**config.mk**
```make
export PLATFORM = sky130hd
export DESIGN_NAME = host_port
export DESIGN_NICKNAME = d
export VERILOG_FILES = /design/src/pkg/host_port_pkg.sv /design/src/logic/pin_sync.sv /design/src/logic/word_fifo.sv /design/src/logic/host_port.sv
export SDC_FILE = /design/constraint.sdc
export NUM_CORES = 1
export LEC_CHECK = 0
export BUFFER_PORTS_ARGS = -buffer_cell sky130_fd_sc_hd__buf_2
export CORE_ASPECT_RATIO = 1.4
export CORE_MARGIN = 2
export CORE_UTILIZATION = 51
export CTS_BUF_LIST = sky130_fd_sc_hd__clkbuf_4 sky130_fd_sc_hd__clkbuf_8
export DETAILED_ROUTE_END_ITERATION = 10
export GPL_TIMING_DRIVEN = 1
export HOLD_SLACK_MARGIN = 0.15
export PLACE_DENSITY = 0.75
export SLEW_MARGIN = 20
export SYNTH_ARGS = -nofsm -noshare
export SYNTH_HDL_FRONTEND = slang
export SYNTH_SLANG_ARGS = --single-unit
```
**constraint.sdc**
```tcl
create_clock -name clk_in -period 5 [get_ports clk_in]
set_clock_uncertainty 0.15 [all_clocks]
set_input_delay 0.75 -clock clk_in [delete_from_list [all_inputs] [get_ports clk_in]]
set_output_delay 0.75 -clock clk_in [all_outputs]
set_load 0.05 [all_outputs]
```
**src/pkg/host_port_pkg.sv**
```systemverilog
// constants shared by the host port, its buffer and its synchroniser
package host_port_pkg;
   // ----------------------------------------
   // host byte addresses (7-bit bus)
   // ----------------------------------------
   localparam logic [6:0] ADDR_STATUS_LO = 7'h04;
   localparam logic [6:0] ADDR_STATUS_HI = 7'h05;
   localparam logic [6:0] ADDR_ERROR_0   = 7'h08;
   localparam logic [6:0] ADDR_LBA_0     = 7'h10;
   localparam logic [6:0] ADDR_LBA_3     = 7'h13;
   localparam logic [6:0] ADDR_COUNT     = 7'h14;
   localparam logic [6:0] ADDR_CMD       = 7'h15;
   localparam logic [6:0] ADDR_CTRL_LO   = 7'h18;
   localparam logic [6:0] ADDR_CTRL_HI   = 7'h19;
   localparam logic [6:0] ADDR_FIFO_LO   = 7'h40;
   // ----------------------------------------
   // word indices (byte address / 2)
   // ----------------------------------------
   localparam logic [5:0] IDX_STATUS = 6'h02;
   localparam logic [5:0] IDX_ERR_LO = 6'h04;
   localparam logic [5:0] IDX_ERR_HI = 6'h05;
   localparam logic [5:0] IDX_LBA_LO = 6'h08;
   localparam logic [5:0] IDX_LBA_HI = 6'h09;
   localparam logic [5:0] IDX_CNTCMD = 6'h0A;
   localparam logic [5:0] IDX_CTRL   = 6'h0C;
   // ----------------------------------------
   // control bits
   // ----------------------------------------
   localparam int CTRL_LOCK_OVERRIDE = 0;
   localparam int CTRL_LOCK_REQUEST  = 1;
   localparam int CTRL_MODE_OVERRIDE = 3;
   localparam int CTRL_WAIT_FOR_GO   = 4;
   localparam int CTRL_CONFIG_GO     = 5;
   localparam int CTRL_SOURCE_SELECT = 6;
   localparam int CTRL_CHAIN_HOLD    = 7;
   localparam int CTRL_WORD_MODE     = 8;
   // ----------------------------------------
   // status bits
   // ----------------------------------------
   localparam int STAT_CHAIN_LOCK  = 0;
   localparam int STAT_HOST_LOCK   = 1;
   localparam int STAT_CFG_ERROR   = 2;
   localparam int STAT_BUF_READY   = 5;
   localparam int STAT_CFG_DONE    = 7;
   localparam int STAT_CMD_READY   = 8;
   localparam int STAT_CARD_BUSY   = 9;
   // ----------------------------------------
   // codes, sizes and reset values
   // ----------------------------------------
   localparam logic [7:0]  CMD_CARD_WRITE = 8'h04;
   localparam logic [3:0]  LBA_TOP_BITS   = 4'h0;
   localparam int          FIFO_WIDTH     = 16;
   localparam int          FIFO_DEPTH     = 16;
   localparam int          SYNC_STAGES    = 2;
   localparam logic [15:0] CTRL_RESET     = 16'h0000;
   localparam logic [31:0] LBA_RESET      = 32'h0000_0000;
   localparam logic [15:0] CNTCMD_RESET   = 16'h0000;
endpackage : host_port_pkg

```
**src/logic/pin_sync.sv**
```systemverilog
// two-stage synchroniser bank for host pins
module pin_sync #(
   parameter int              W        = 1,
   parameter logic [W-1:0]    RST_VAL  = '0
) (
   input  wire logic          clk_in,    // system clock
   input  wire logic          rst_n_in,  // async reset, active low
   input  wire logic [W-1:0]  d_in,      // asynchronous levels
   output logic      [W-1:0]  q_out      // synchronised levels
);
   logic [W-1:0] meta_q;

   // ----------------------------------------
   // first stage feeds only the second stage
   // ----------------------------------------
   always_ff @(posedge clk_in or negedge rst_n_in)
   begin
      if (!rst_n_in)
      begin
         meta_q <= RST_VAL;
         q_out  <= RST_VAL;
      end
      else
      begin
         meta_q <= d_in;
         q_out  <= meta_q;
      end
   end
endmodule : pin_sync

```
**src/logic/word_fifo.sv**
```systemverilog
// flip-flop fifo with valid/ready on both sides
module word_fifo #(
   parameter int W     = 16,
   parameter int DEPTH = 16
) (
   input  wire logic          clk_in,      // system clock
   input  wire logic          rst_n_in,    // async reset, active low
   input  wire logic          wr_valid_in, // push request
   output logic               wr_ready_out,// room for a word
   input  wire logic [W-1:0]  wr_data_in,  // pushed word
   output logic               rd_valid_out,// word available
   input  wire logic          rd_ready_in, // consumer takes word
   output logic      [W-1:0]  rd_data_out, // head word
   output logic               empty_out,   // nothing stored
   output logic [$clog2(DEPTH):0] count_out // words stored
);
   localparam int AW = $clog2(DEPTH);
   initial
   begin
      if (DEPTH < 2 || (1 << AW) != DEPTH)
         $error("word_fifo: DEPTH must be a power of two, at least 2");
   end

   logic [W-1:0]  mem_q [DEPTH];
   logic [AW:0]   wp_q;
   logic [AW:0]   rp_q;
   wire           push = wr_valid_in && wr_ready_out;
   wire           pop  = rd_valid_out && rd_ready_in;

   // ----------------------------------------
   // flags from the pointer difference
   // ----------------------------------------
   assign count_out    = wp_q - rp_q;
   assign empty_out    = (wp_q == rp_q);
   assign wr_ready_out = (count_out != (AW+1)'(DEPTH));
   assign rd_valid_out = !empty_out;
   assign rd_data_out  = mem_q[rp_q[AW-1:0]];

   // pointers carry an extra wrap bit so full and empty differ
   always_ff @(posedge clk_in or negedge rst_n_in)
   begin
      if (!rst_n_in)
      begin
         wp_q <= '0;
         rp_q <= '0;
      end
      else
      begin
         if (push) wp_q <= wp_q + 1'b1;
         if (pop)  rp_q <= rp_q + 1'b1;
      end
   end

   // storage has no reset; empty flags guard stale words
   always_ff @(posedge clk_in)
   begin
      if (push) mem_q[wp_q[AW-1:0]] <= wr_data_in;
   end
endmodule : word_fifo

```
**src/logic/host_port.sv**
```systemverilog
// host processor port: card lock, sector-write command and chain config
// Functional notes
// - block address taken as four bytes at 10h..13h, low byte first
// - command 04h written at 15h starts a card sector write
// - 32-byte, 16-word fifo aliased at every address 40h..7Fh
// - buffer ready only while the fifo is empty during a write or a host-fed chain config
// - byte mode: odd-address write advances fifo, even does not
// - word mode: every buffer-range write advances fifo one word
// - with chain held, control bit 6 selects host as data source
// - control bits 3 and 4 together override mode pin, wait for go
// - status bit 7 at 04h flags successful configuration
// - failure cause shown by other status bits and error register
// - control bit 1 requests lock; status bit 1 grants it
// - card command readiness on bit 0 of status byte 05h
// - buffer ready on status bit 5 and on a dedicated pin
// - control bits 7 and 0 together force the chain to drop its lock
module host_port (
   input  wire logic        clk_in,            // 25 MHz system clock
   input  wire logic        rst_n_in,          // async reset, active low
   input  wire logic [6:0]  host_addr_in,      // host byte address pins
   input  wire logic [15:0] host_data_in,      // host data pins, input side
   output logic      [15:0] host_data_out,     // host data pins, output side
   output logic             host_data_oe_out,  // high while driving data pins
   input  wire logic        host_cs_n_in,      // chip select pin, active low
   input  wire logic        host_wr_n_in,      // write strobe pin, active low
   input  wire logic        host_rd_n_in,      // read strobe pin, active low
   input  wire logic        mode_select_pin_in,// external chain mode pin
   output logic             buffer_ready_pin_out, // buffer ready pin
   input  wire logic        card_cmd_ready_in, // card accepts a command
   input  wire logic        card_write_done_in,// card write finished pulse
   input  wire logic        chain_lock_held_in,// chain controller owns card
   input  wire logic        config_finished_in,// chain configured
   input  wire logic        config_error_in,   // chain configuration failed
   input  wire logic [31:0] error_code_in,     // failure cause word
   output logic             card_write_go_out, // one-cycle write start
   output logic [27:0]      card_lba_out,      // first sector address
   output logic [7:0]       card_count_out,    // sectors to write
   output logic             chain_hold_out,    // chain controller in reset
   output logic             chain_release_out, // force chain to drop lock
   output logic             source_select_out, // host feeds chain data
   output logic             wait_for_go_out,   // chain waits for go signal
   output logic             config_go_out,     // chain start signal
   output logic [15:0]      drain_data_out,    // word to card or chain
   output logic             drain_valid_out,   // drain word valid
   input  wire logic        drain_ready_in     // card or chain takes word
);
   // ----------------------------------------
   // pin synchronisers
   // ----------------------------------------
   localparam int SW = 27;
   logic [SW-1:0] pins_s;
   pin_sync #(.W(SW), .RST_VAL({4'hF, 23'h000000})) u_sync (
      .clk_in   (clk_in),
      .rst_n_in (rst_n_in),
      .d_in     ({host_cs_n_in, host_wr_n_in, host_rd_n_in, mode_select_pin_in,
                  host_addr_in, host_data_in}),
      .q_out    (pins_s)
   );
   wire        cs_s   = !pins_s[26];
   wire        wr_s   = !pins_s[25];
   wire        rd_s   = !pins_s[24];
   wire        mpin_s = pins_s[23];
   wire [6:0]  addr_s = pins_s[22:16];
   wire [15:0] data_s = pins_s[15:0];

   logic        wr_prev_q;
   logic [15:0] ctrl_q;
   logic [31:0] lba_q;
   logic [15:0] cntcmd_q;
   logic        lock_q;
   logic        write_active_q;
   logic        load_full_q;
   logic        done_q;
   logic        err_q;
   logic [7:0]  stage_q;
   logic [15:0] status_w;

   // ----------------------------------------
   // write decode
   // ----------------------------------------
   // one strobe per host write, taken on the synchronised leading edge
   wire       wr_stb   = cs_s && wr_s && !wr_prev_q;
   wire       word_mode = ctrl_q[host_port_pkg::CTRL_WORD_MODE];
   wire [5:0] widx     = addr_s[6:1];
   wire       odd      = addr_s[0];
   wire       be_lo    = wr_stb && (word_mode || !odd);
   wire       be_hi    = wr_stb && (word_mode || odd);
   wire [7:0] wd_lo    = data_s[7:0];
   wire [7:0] wd_hi    = word_mode ? data_s[15:8] : data_s[7:0];
   wire       in_fifo  = addr_s[6];  // whole 40h..7Fh window aliases

   function automatic logic hit(input logic [5:0] a, input logic [5:0] b);
      hit = (a == b);
   endfunction : hit

   // ----------------------------------------
   // data buffer
   // ----------------------------------------
   logic        f_ready;
   logic        f_empty;
   logic [4:0]  f_count;
   wire         odd_byte_wr = wr_stb && in_fifo && !word_mode && odd;
   wire         word_wr     = wr_stb && in_fifo && word_mode;
   wire         push_req    = odd_byte_wr || word_wr;
   wire [15:0]  push_data   = word_mode ? data_s : {data_s[7:0], stage_q};
   wire         push        = push_req && f_ready;
   wire         f_valid;
   // drain only whole loads so each 32-byte block goes out together
   wire         drain_take  = f_valid && load_full_q && drain_ready_in;

   word_fifo #(.W(host_port_pkg::FIFO_WIDTH), .DEPTH(host_port_pkg::FIFO_DEPTH)) u_fifo (
      .clk_in       (clk_in),
      .rst_n_in     (rst_n_in),
      .wr_valid_in  (push_req),
      .wr_ready_out (f_ready),
      .wr_data_in   (push_data),
      .rd_valid_out (f_valid),
      .rd_ready_in  (load_full_q && drain_ready_in),
      .rd_data_out  (drain_data_out),
      .empty_out    (f_empty),
      .count_out    (f_count)
   );
   assign drain_valid_out = f_valid && load_full_q;

   // the buffer is in use for a card write or for host-fed chain config
   wire buf_active = write_active_q ||
                     (ctrl_q[host_port_pkg::CTRL_SOURCE_SELECT] &&
                      lock_q);
   wire last_push  = push && (f_count == 5'(host_port_pkg::FIFO_DEPTH - 1));

   // ----------------------------------------
   // status word
   // ----------------------------------------
   always_comb
   begin
      status_w = 16'h0000;
      status_w[host_port_pkg::STAT_CHAIN_LOCK] = chain_lock_held_in;
      status_w[host_port_pkg::STAT_HOST_LOCK]  = lock_q;
      status_w[host_port_pkg::STAT_CFG_ERROR]  = err_q;
      status_w[host_port_pkg::STAT_BUF_READY]  = buffer_ready_pin_out;
      status_w[host_port_pkg::STAT_CFG_DONE]   = done_q;
      status_w[host_port_pkg::STAT_CMD_READY]  = card_cmd_ready_in;
      status_w[host_port_pkg::STAT_CARD_BUSY]  = write_active_q;
   end

   // read mux; unmapped words and the fifo window read zero
   wire [15:0] rd_word =
      hit(widx, host_port_pkg::IDX_STATUS) ? status_w :
      hit(widx, host_port_pkg::IDX_ERR_LO) ? error_code_in[15:0] :
      hit(widx, host_port_pkg::IDX_ERR_HI) ? error_code_in[31:16] :
      hit(widx, host_port_pkg::IDX_LBA_LO) ? lba_q[15:0] :
      hit(widx, host_port_pkg::IDX_LBA_HI) ? lba_q[31:16] :
      hit(widx, host_port_pkg::IDX_CNTCMD) ? cntcmd_q :
      hit(widx, host_port_pkg::IDX_CTRL)   ? ctrl_q : 16'h0000;
   wire [15:0] rd_lane = (word_mode || !odd) ? rd_word : {8'h00, rd_word[15:8]};

   // ----------------------------------------
   // host bus registers
   // ----------------------------------------
   always_ff @(posedge clk_in or negedge rst_n_in)
   begin
      if (!rst_n_in)
      begin
         wr_prev_q        <= 1'b0;
         host_data_out    <= 16'h0000;
         host_data_oe_out <= 1'b0;
         stage_q          <= 8'h00;
      end
      else
      begin
         wr_prev_q        <= cs_s && wr_s;
         host_data_out    <= rd_lane;
         host_data_oe_out <= cs_s && rd_s && !wr_s;
         if (wr_stb && in_fifo && !word_mode && !odd)
            stage_q <= data_s[7:0];  // even byte waits for its odd partner
      end
   end

   // parameter and control registers
   always_ff @(posedge clk_in or negedge rst_n_in)
   begin
      if (!rst_n_in)
      begin
         lba_q    <= host_port_pkg::LBA_RESET;
         cntcmd_q <= host_port_pkg::CNTCMD_RESET;
         ctrl_q   <= host_port_pkg::CTRL_RESET;
      end
      else
      begin
         if (be_lo && hit(widx, host_port_pkg::IDX_LBA_LO)) lba_q[7:0]   <= wd_lo;
         if (be_hi && hit(widx, host_port_pkg::IDX_LBA_LO)) lba_q[15:8]  <= wd_hi;
         if (be_lo && hit(widx, host_port_pkg::IDX_LBA_HI)) lba_q[23:16] <= wd_lo;
         if (be_hi && hit(widx, host_port_pkg::IDX_LBA_HI))
            lba_q[31:24] <= {host_port_pkg::LBA_TOP_BITS, wd_hi[3:0]};
         if (be_lo && hit(widx, host_port_pkg::IDX_CNTCMD)) cntcmd_q[7:0]  <= wd_lo;
         if (be_hi && hit(widx, host_port_pkg::IDX_CNTCMD)) cntcmd_q[15:8] <= wd_hi;
         if (be_lo && hit(widx, host_port_pkg::IDX_CTRL))   ctrl_q[7:0]    <= wd_lo;
         if (be_hi && hit(widx, host_port_pkg::IDX_CTRL))   ctrl_q[15:8]   <= wd_hi;
      end
   end

   // ----------------------------------------
   // command, lock, buffer and chain state
   // ----------------------------------------
   wire cmd_wr = be_hi && hit(widx, host_port_pkg::IDX_CNTCMD) &&
                 (wd_hi == host_port_pkg::CMD_CARD_WRITE);
   wire hold   = ctrl_q[host_port_pkg::CTRL_CHAIN_HOLD];
   wire lreq   = ctrl_q[host_port_pkg::CTRL_LOCK_REQUEST];

   always_ff @(posedge clk_in or negedge rst_n_in)
   begin
      if (!rst_n_in)
      begin
         card_write_go_out    <= 1'b0;
         card_lba_out         <= 28'h0000000;
         card_count_out       <= 8'h00;
         write_active_q       <= 1'b0;
         lock_q               <= 1'b0;
         load_full_q          <= 1'b0;
         buffer_ready_pin_out <= 1'b0;
         done_q               <= 1'b0;
         err_q                <= 1'b0;
         chain_hold_out       <= 1'b0;
         chain_release_out    <= 1'b0;
         source_select_out    <= 1'b0;
         wait_for_go_out      <= 1'b0;
         config_go_out        <= 1'b0;
      end
      else
      begin
         card_write_go_out <= cmd_wr;
         if (cmd_wr)
         begin
            card_lba_out   <= lba_q[27:0];
            card_count_out <= cntcmd_q[7:0];
         end
         // a new command wins over a done pulse in the same cycle
         if (cmd_wr)
            write_active_q <= 1'b1;
         else if (card_write_done_in)
            write_active_q <= 1'b0;
         // grant only while the chain side does not hold the card
         lock_q <= lreq && (lock_q || !chain_lock_held_in);
         if (last_push)
            load_full_q <= 1'b1;
         else if (f_empty)
            load_full_q <= 1'b0;
         buffer_ready_pin_out <= buf_active && f_empty && !load_full_q && !push;
         // results are sticky until the chain is held in reset again
         if (config_finished_in)
            done_q <= 1'b1;
         else if (hold)
            done_q <= 1'b0;
         if (config_error_in)
            err_q <= 1'b1;
         else if (hold)
            err_q <= 1'b0;
         chain_hold_out    <= hold;
         chain_release_out <= hold && ctrl_q[host_port_pkg::CTRL_LOCK_OVERRIDE];
         source_select_out <= ctrl_q[host_port_pkg::CTRL_SOURCE_SELECT];
         wait_for_go_out   <= ctrl_q[host_port_pkg::CTRL_MODE_OVERRIDE] ?
                              ctrl_q[host_port_pkg::CTRL_WAIT_FOR_GO] : mpin_s;
         config_go_out     <= ctrl_q[host_port_pkg::CTRL_CONFIG_GO];
      end
   end
endmodule : host_port

```
==> impl_metrics.json <==
{
  "grt_max_degree": 122,
  "rsz0062_at_grt": "no",
  "outcome": "finished, final reports clean",
  "yosys.area_share.simple_pct": 4.66,
  "start_util_pct": 52.0,
  "hold_class": "input pin to asynchronous set/reset pin",
  "antenna_cells": 0,
  "ys.flop_type": "edfxtp_1",
  "synthesis.nets": 1061,
  "cts.sinks": 454,
  "path_buf_inv": 2,
  "core_area_sq_um": 34100,
  "cap_violations": 0,
  "synth_compound_area_share_pct": 4.17,
  "synth.mux.area_fraction_pct": 17.0,
  "synth_edf_count": 256,
  "grt_pass1_vias": 10500,
  "setup_viol": 0,
  "drc": 0,
  "avgSynthCellArea_sq_um": 18.0,
  "crit_top_cell": "mux4_2",
  "post_cts_buffers": 0,
  "numCtsBuffers": 68,
  "worstSkewPairLatency_ps": 610,
  "async_flop_share_pct": 43.6,
  "yosysUniqueCellTypes": 64,
  "yosysWarningCount": 0,
  "finalNonFillerCells": 1711,
  "timing.final.crit_share_pct": 81.7,
  "wl_per_cell_um": 24.1,
  "areaGrowthSynthToFinish_pct": 16.9,
  "final_cell_mix": "edfxtp_1 (256), dfrtp_1 (188), buf_2 (142), mux4_2 (80), clkbuf_8 (76)",
  "ctsRootBufferMaster": "clkbuf_8",
  "synth_top_family_by_area": "multiplexers",
  "grt_pass1_wl_um": 62600,
  "relSlewSlack_pct": 17.4,
  "hold_viol_final": 0,
  "dr.pass1.iters": 5,
  "ys_seq_area_share_pct": 71.3,
  "fin_nets": 1284,
  "cp-end-kind": "primary output",
  "gp_congestion": 0.940,
  "drv_slew": 0,
  "dieArea_sq_um": 36300,
  "path_clk_slew_ps": 60,
  "startpoint_type": "flop",
  "dieWidth_um": 162,
  "ant_nets": 0,
  "synth_xor_area_share_pct": 0.543,
  "worst_slew_pin_slew_ps": 1230,
  "path_delay_family": "multiplexers",
  "vias_per_cell": 5.80,
  "worstSetupPathType": "flop to primary output",
  "syn_inst": 984,
  "layout_commonest_cell": "edfxtp_1",
  "cts_tree": "done",
  "synthAdderAreaFrac_pct": 0.748,
  "dp.cells": 1559,
  "cts_buffer_depth": 3,
  "crit_required_ps": 4100,
  "first_iter_violations": 949,
  "num_vias": 9924,
  "row_count": 80,
  "ys_ff_latch": 454,
  "cts_resized": 0,
  "port_buffers": 143,
  "hpwl_um": 27400,
  "fillers": 2476,
  "finalCriticalPeriod_ps": 4090,
  "path_cells": "buf_4, mux4_2, mux4_2, buf_2",
  "drt-total-wl_um": 41300,
  "max_freq_mhz": 245,
  "tns_ps": 0,
  "grt_overflow": 0,
  "grt.total_usage_pct": 23.4,
  "syn_area_sq_um": 17700,
  "antenna_found_initial": 2,
  "h-tree-depth": 3,
  "ios": 144,
  "peakVddDrop_v": 0.000296,
  "power_density_nw_per_um2": 430,
  "critPathSlowestCell": "buf_4",
  "die_y_um": 225,
  "layout-drive-gt1-share_pct": 36.7,
  "critPathMaxStageDelay_ps": 640,
  "critPathMaxFanout": 37,
  "p_leak_nw": 8.35,
  "worst_ep_arrival_time_ps": 3190
}
-- cells by family after synthesis --
group | after synthesis
XOR/XNOR | 11
buffers and inverters | 64
adder cells (fa/ha/maj) | 10
flip-flops | 454
multiplexers | 183
AND/OR/NAND/NOR | 154
AO/OA/AOI/OAI | 108
-- worst paths after layout --
path                                        start                   to  slack (ps)  depth (start not counted)
worst min register to register  u_sync.meta_q[11]     u_sync.q_out[11]         190                          0
max in group asynchronous                rst_n_in    u_sync.meta_q[23]        3630                          2
worst max-delay path               u_fifo.rp_q[0]   drain_data_out[13]         910                          4
worst min-delay path                     rst_n_in    u_sync.meta_q[10]         130                          1
worst max register to register     u_fifo.rp_q[0]  u_fifo.mem_q[6][14]        1180                          8
min in group clk_in             u_sync.meta_q[11]     u_sync.q_out[11]         190                          0
-- power breakdown --
group / internal [mW] / leakage [nW] / switching [mW]
Combinational: 0.674 / 2.73 / 0.923
Clock: 1.67 / 0.745 / 1.41
Sequential: 4.15 / 4.88 / 0.102
Total: 6.49 / 8.35 / 2.43
-- per-layer routing --
layer,routed length (um),global-route usage (%),vias up,share of wire (%)
met5,28,0,-,0.068
met4,1780,10.7,4,4.3
met3,2730,4.65,121,6.6
met2,21100,39.4,453,51
met1,15700,29.4,5068,38
li1,-,-,4278,-
-- state kept, by name, summed over array words and instances (netlist names), 5 cells and up --
register / count
u_fifo.wp_q: 5
card_count_out: 8
ctrl_q: 16
stage_q: 8
card_lba_out: 28
host_data_out: 16
cntcmd_q: 16
u_fifo.rp_q: 5
u_fifo.mem_q: 256
lba_q: 28
u_sync.q_out: 27
u_sync.meta_q: 27
-- synthesized netlist by cell type, drive strengths merged, types with 5 or more instances --
| master | number | area share, % |
|---|---|---|
| dfrtp | 190 | 27 |
| nand4 | 5 | 0.18 |
| nor2 | 32 | 0.68 |
| clkbuf | 24 | 0.51 |
| dfstp | 8 | 1.2 |
| nor2b | 10 | 0.35 |
| ha | 9 | 0.64 |
| o22ai | 6 | 0.21 |
| a211oi | 5 | 0.21 |
| a21o | 5 | 0.21 |
| a21oi | 21 | 0.59 |
| mux4 | 80 | 10 |
| nand2b | 7 | 0.25 |
| nand3 | 14 | 0.40 |
| and3 | 17 | 0.60 |
| inv | 19 | 0.40 |
| nor3 | 11 | 0.44 |
| mux2 | 89 | 6.1 |
| xnor2 | 6 | 0.30 |
| a2bb2oi | 5 | 0.25 |
| mux2i | 14 | 0.79 |
| nand2 | 32 | 0.72 |
| xor2 | 5 | 0.25 |
| o21ai | 25 | 0.71 |
| and2 | 11 | 0.39 |
| edfxtp | 256 | 43 |
| buf | 19 | 0.56 |
| a221oi | 7 | 0.35 |
-- area by class of cell --
cell class	count	area [sq um]	share of cell area [%]
flip-flops and latches	454	12700	61.1
clock buffers	97	1200	5.78
well taps	451	564	2.72
repair buffers	196	1210	5.82
multi-input cells	466	4820	23.3
inverters	21	78.8	0.380
clock inverters	26	200	0.966
-- through the flow --
| step | utilization [%] | cell area (sq um) | total power, mW | hold WS, ps | setup slack [ps] |
|---|---|---|---|---|---|
| after global routing | 60.7 | 20700 | 9.27 | 190 | 708 |
| after CTS | 60.7 | 20700 | 9.01 | 158 | 777 |
| after floorplan | - | 17700 | 5.48 | 181 | 1080 |
| after global placement | 55.8 | 19000 | 5.89 | 183 | 1320 |
| final | 60.7 | 20700 | 8.92 | 130 | 913 |
| after detailed placement | 55.8 | 19000 | 5.92 | 185 | 1130 |
-- worst reg2reg max path, cell delays in order (launching register included) --
cell and delay, ps:
dfrtp_4 580, ha_1 220, inv_1 50, fa_1 400, nand3_1 110, and3_1 180, nor3_1 90, a21oi_1 680
and3_1 970
-- timing repair --
item	in CTS	in global routing
hold buffers	29	0
setup endpoints to repair	0	0
hold endpoints to repair	29	0
(Power assumes the default switching activity.)
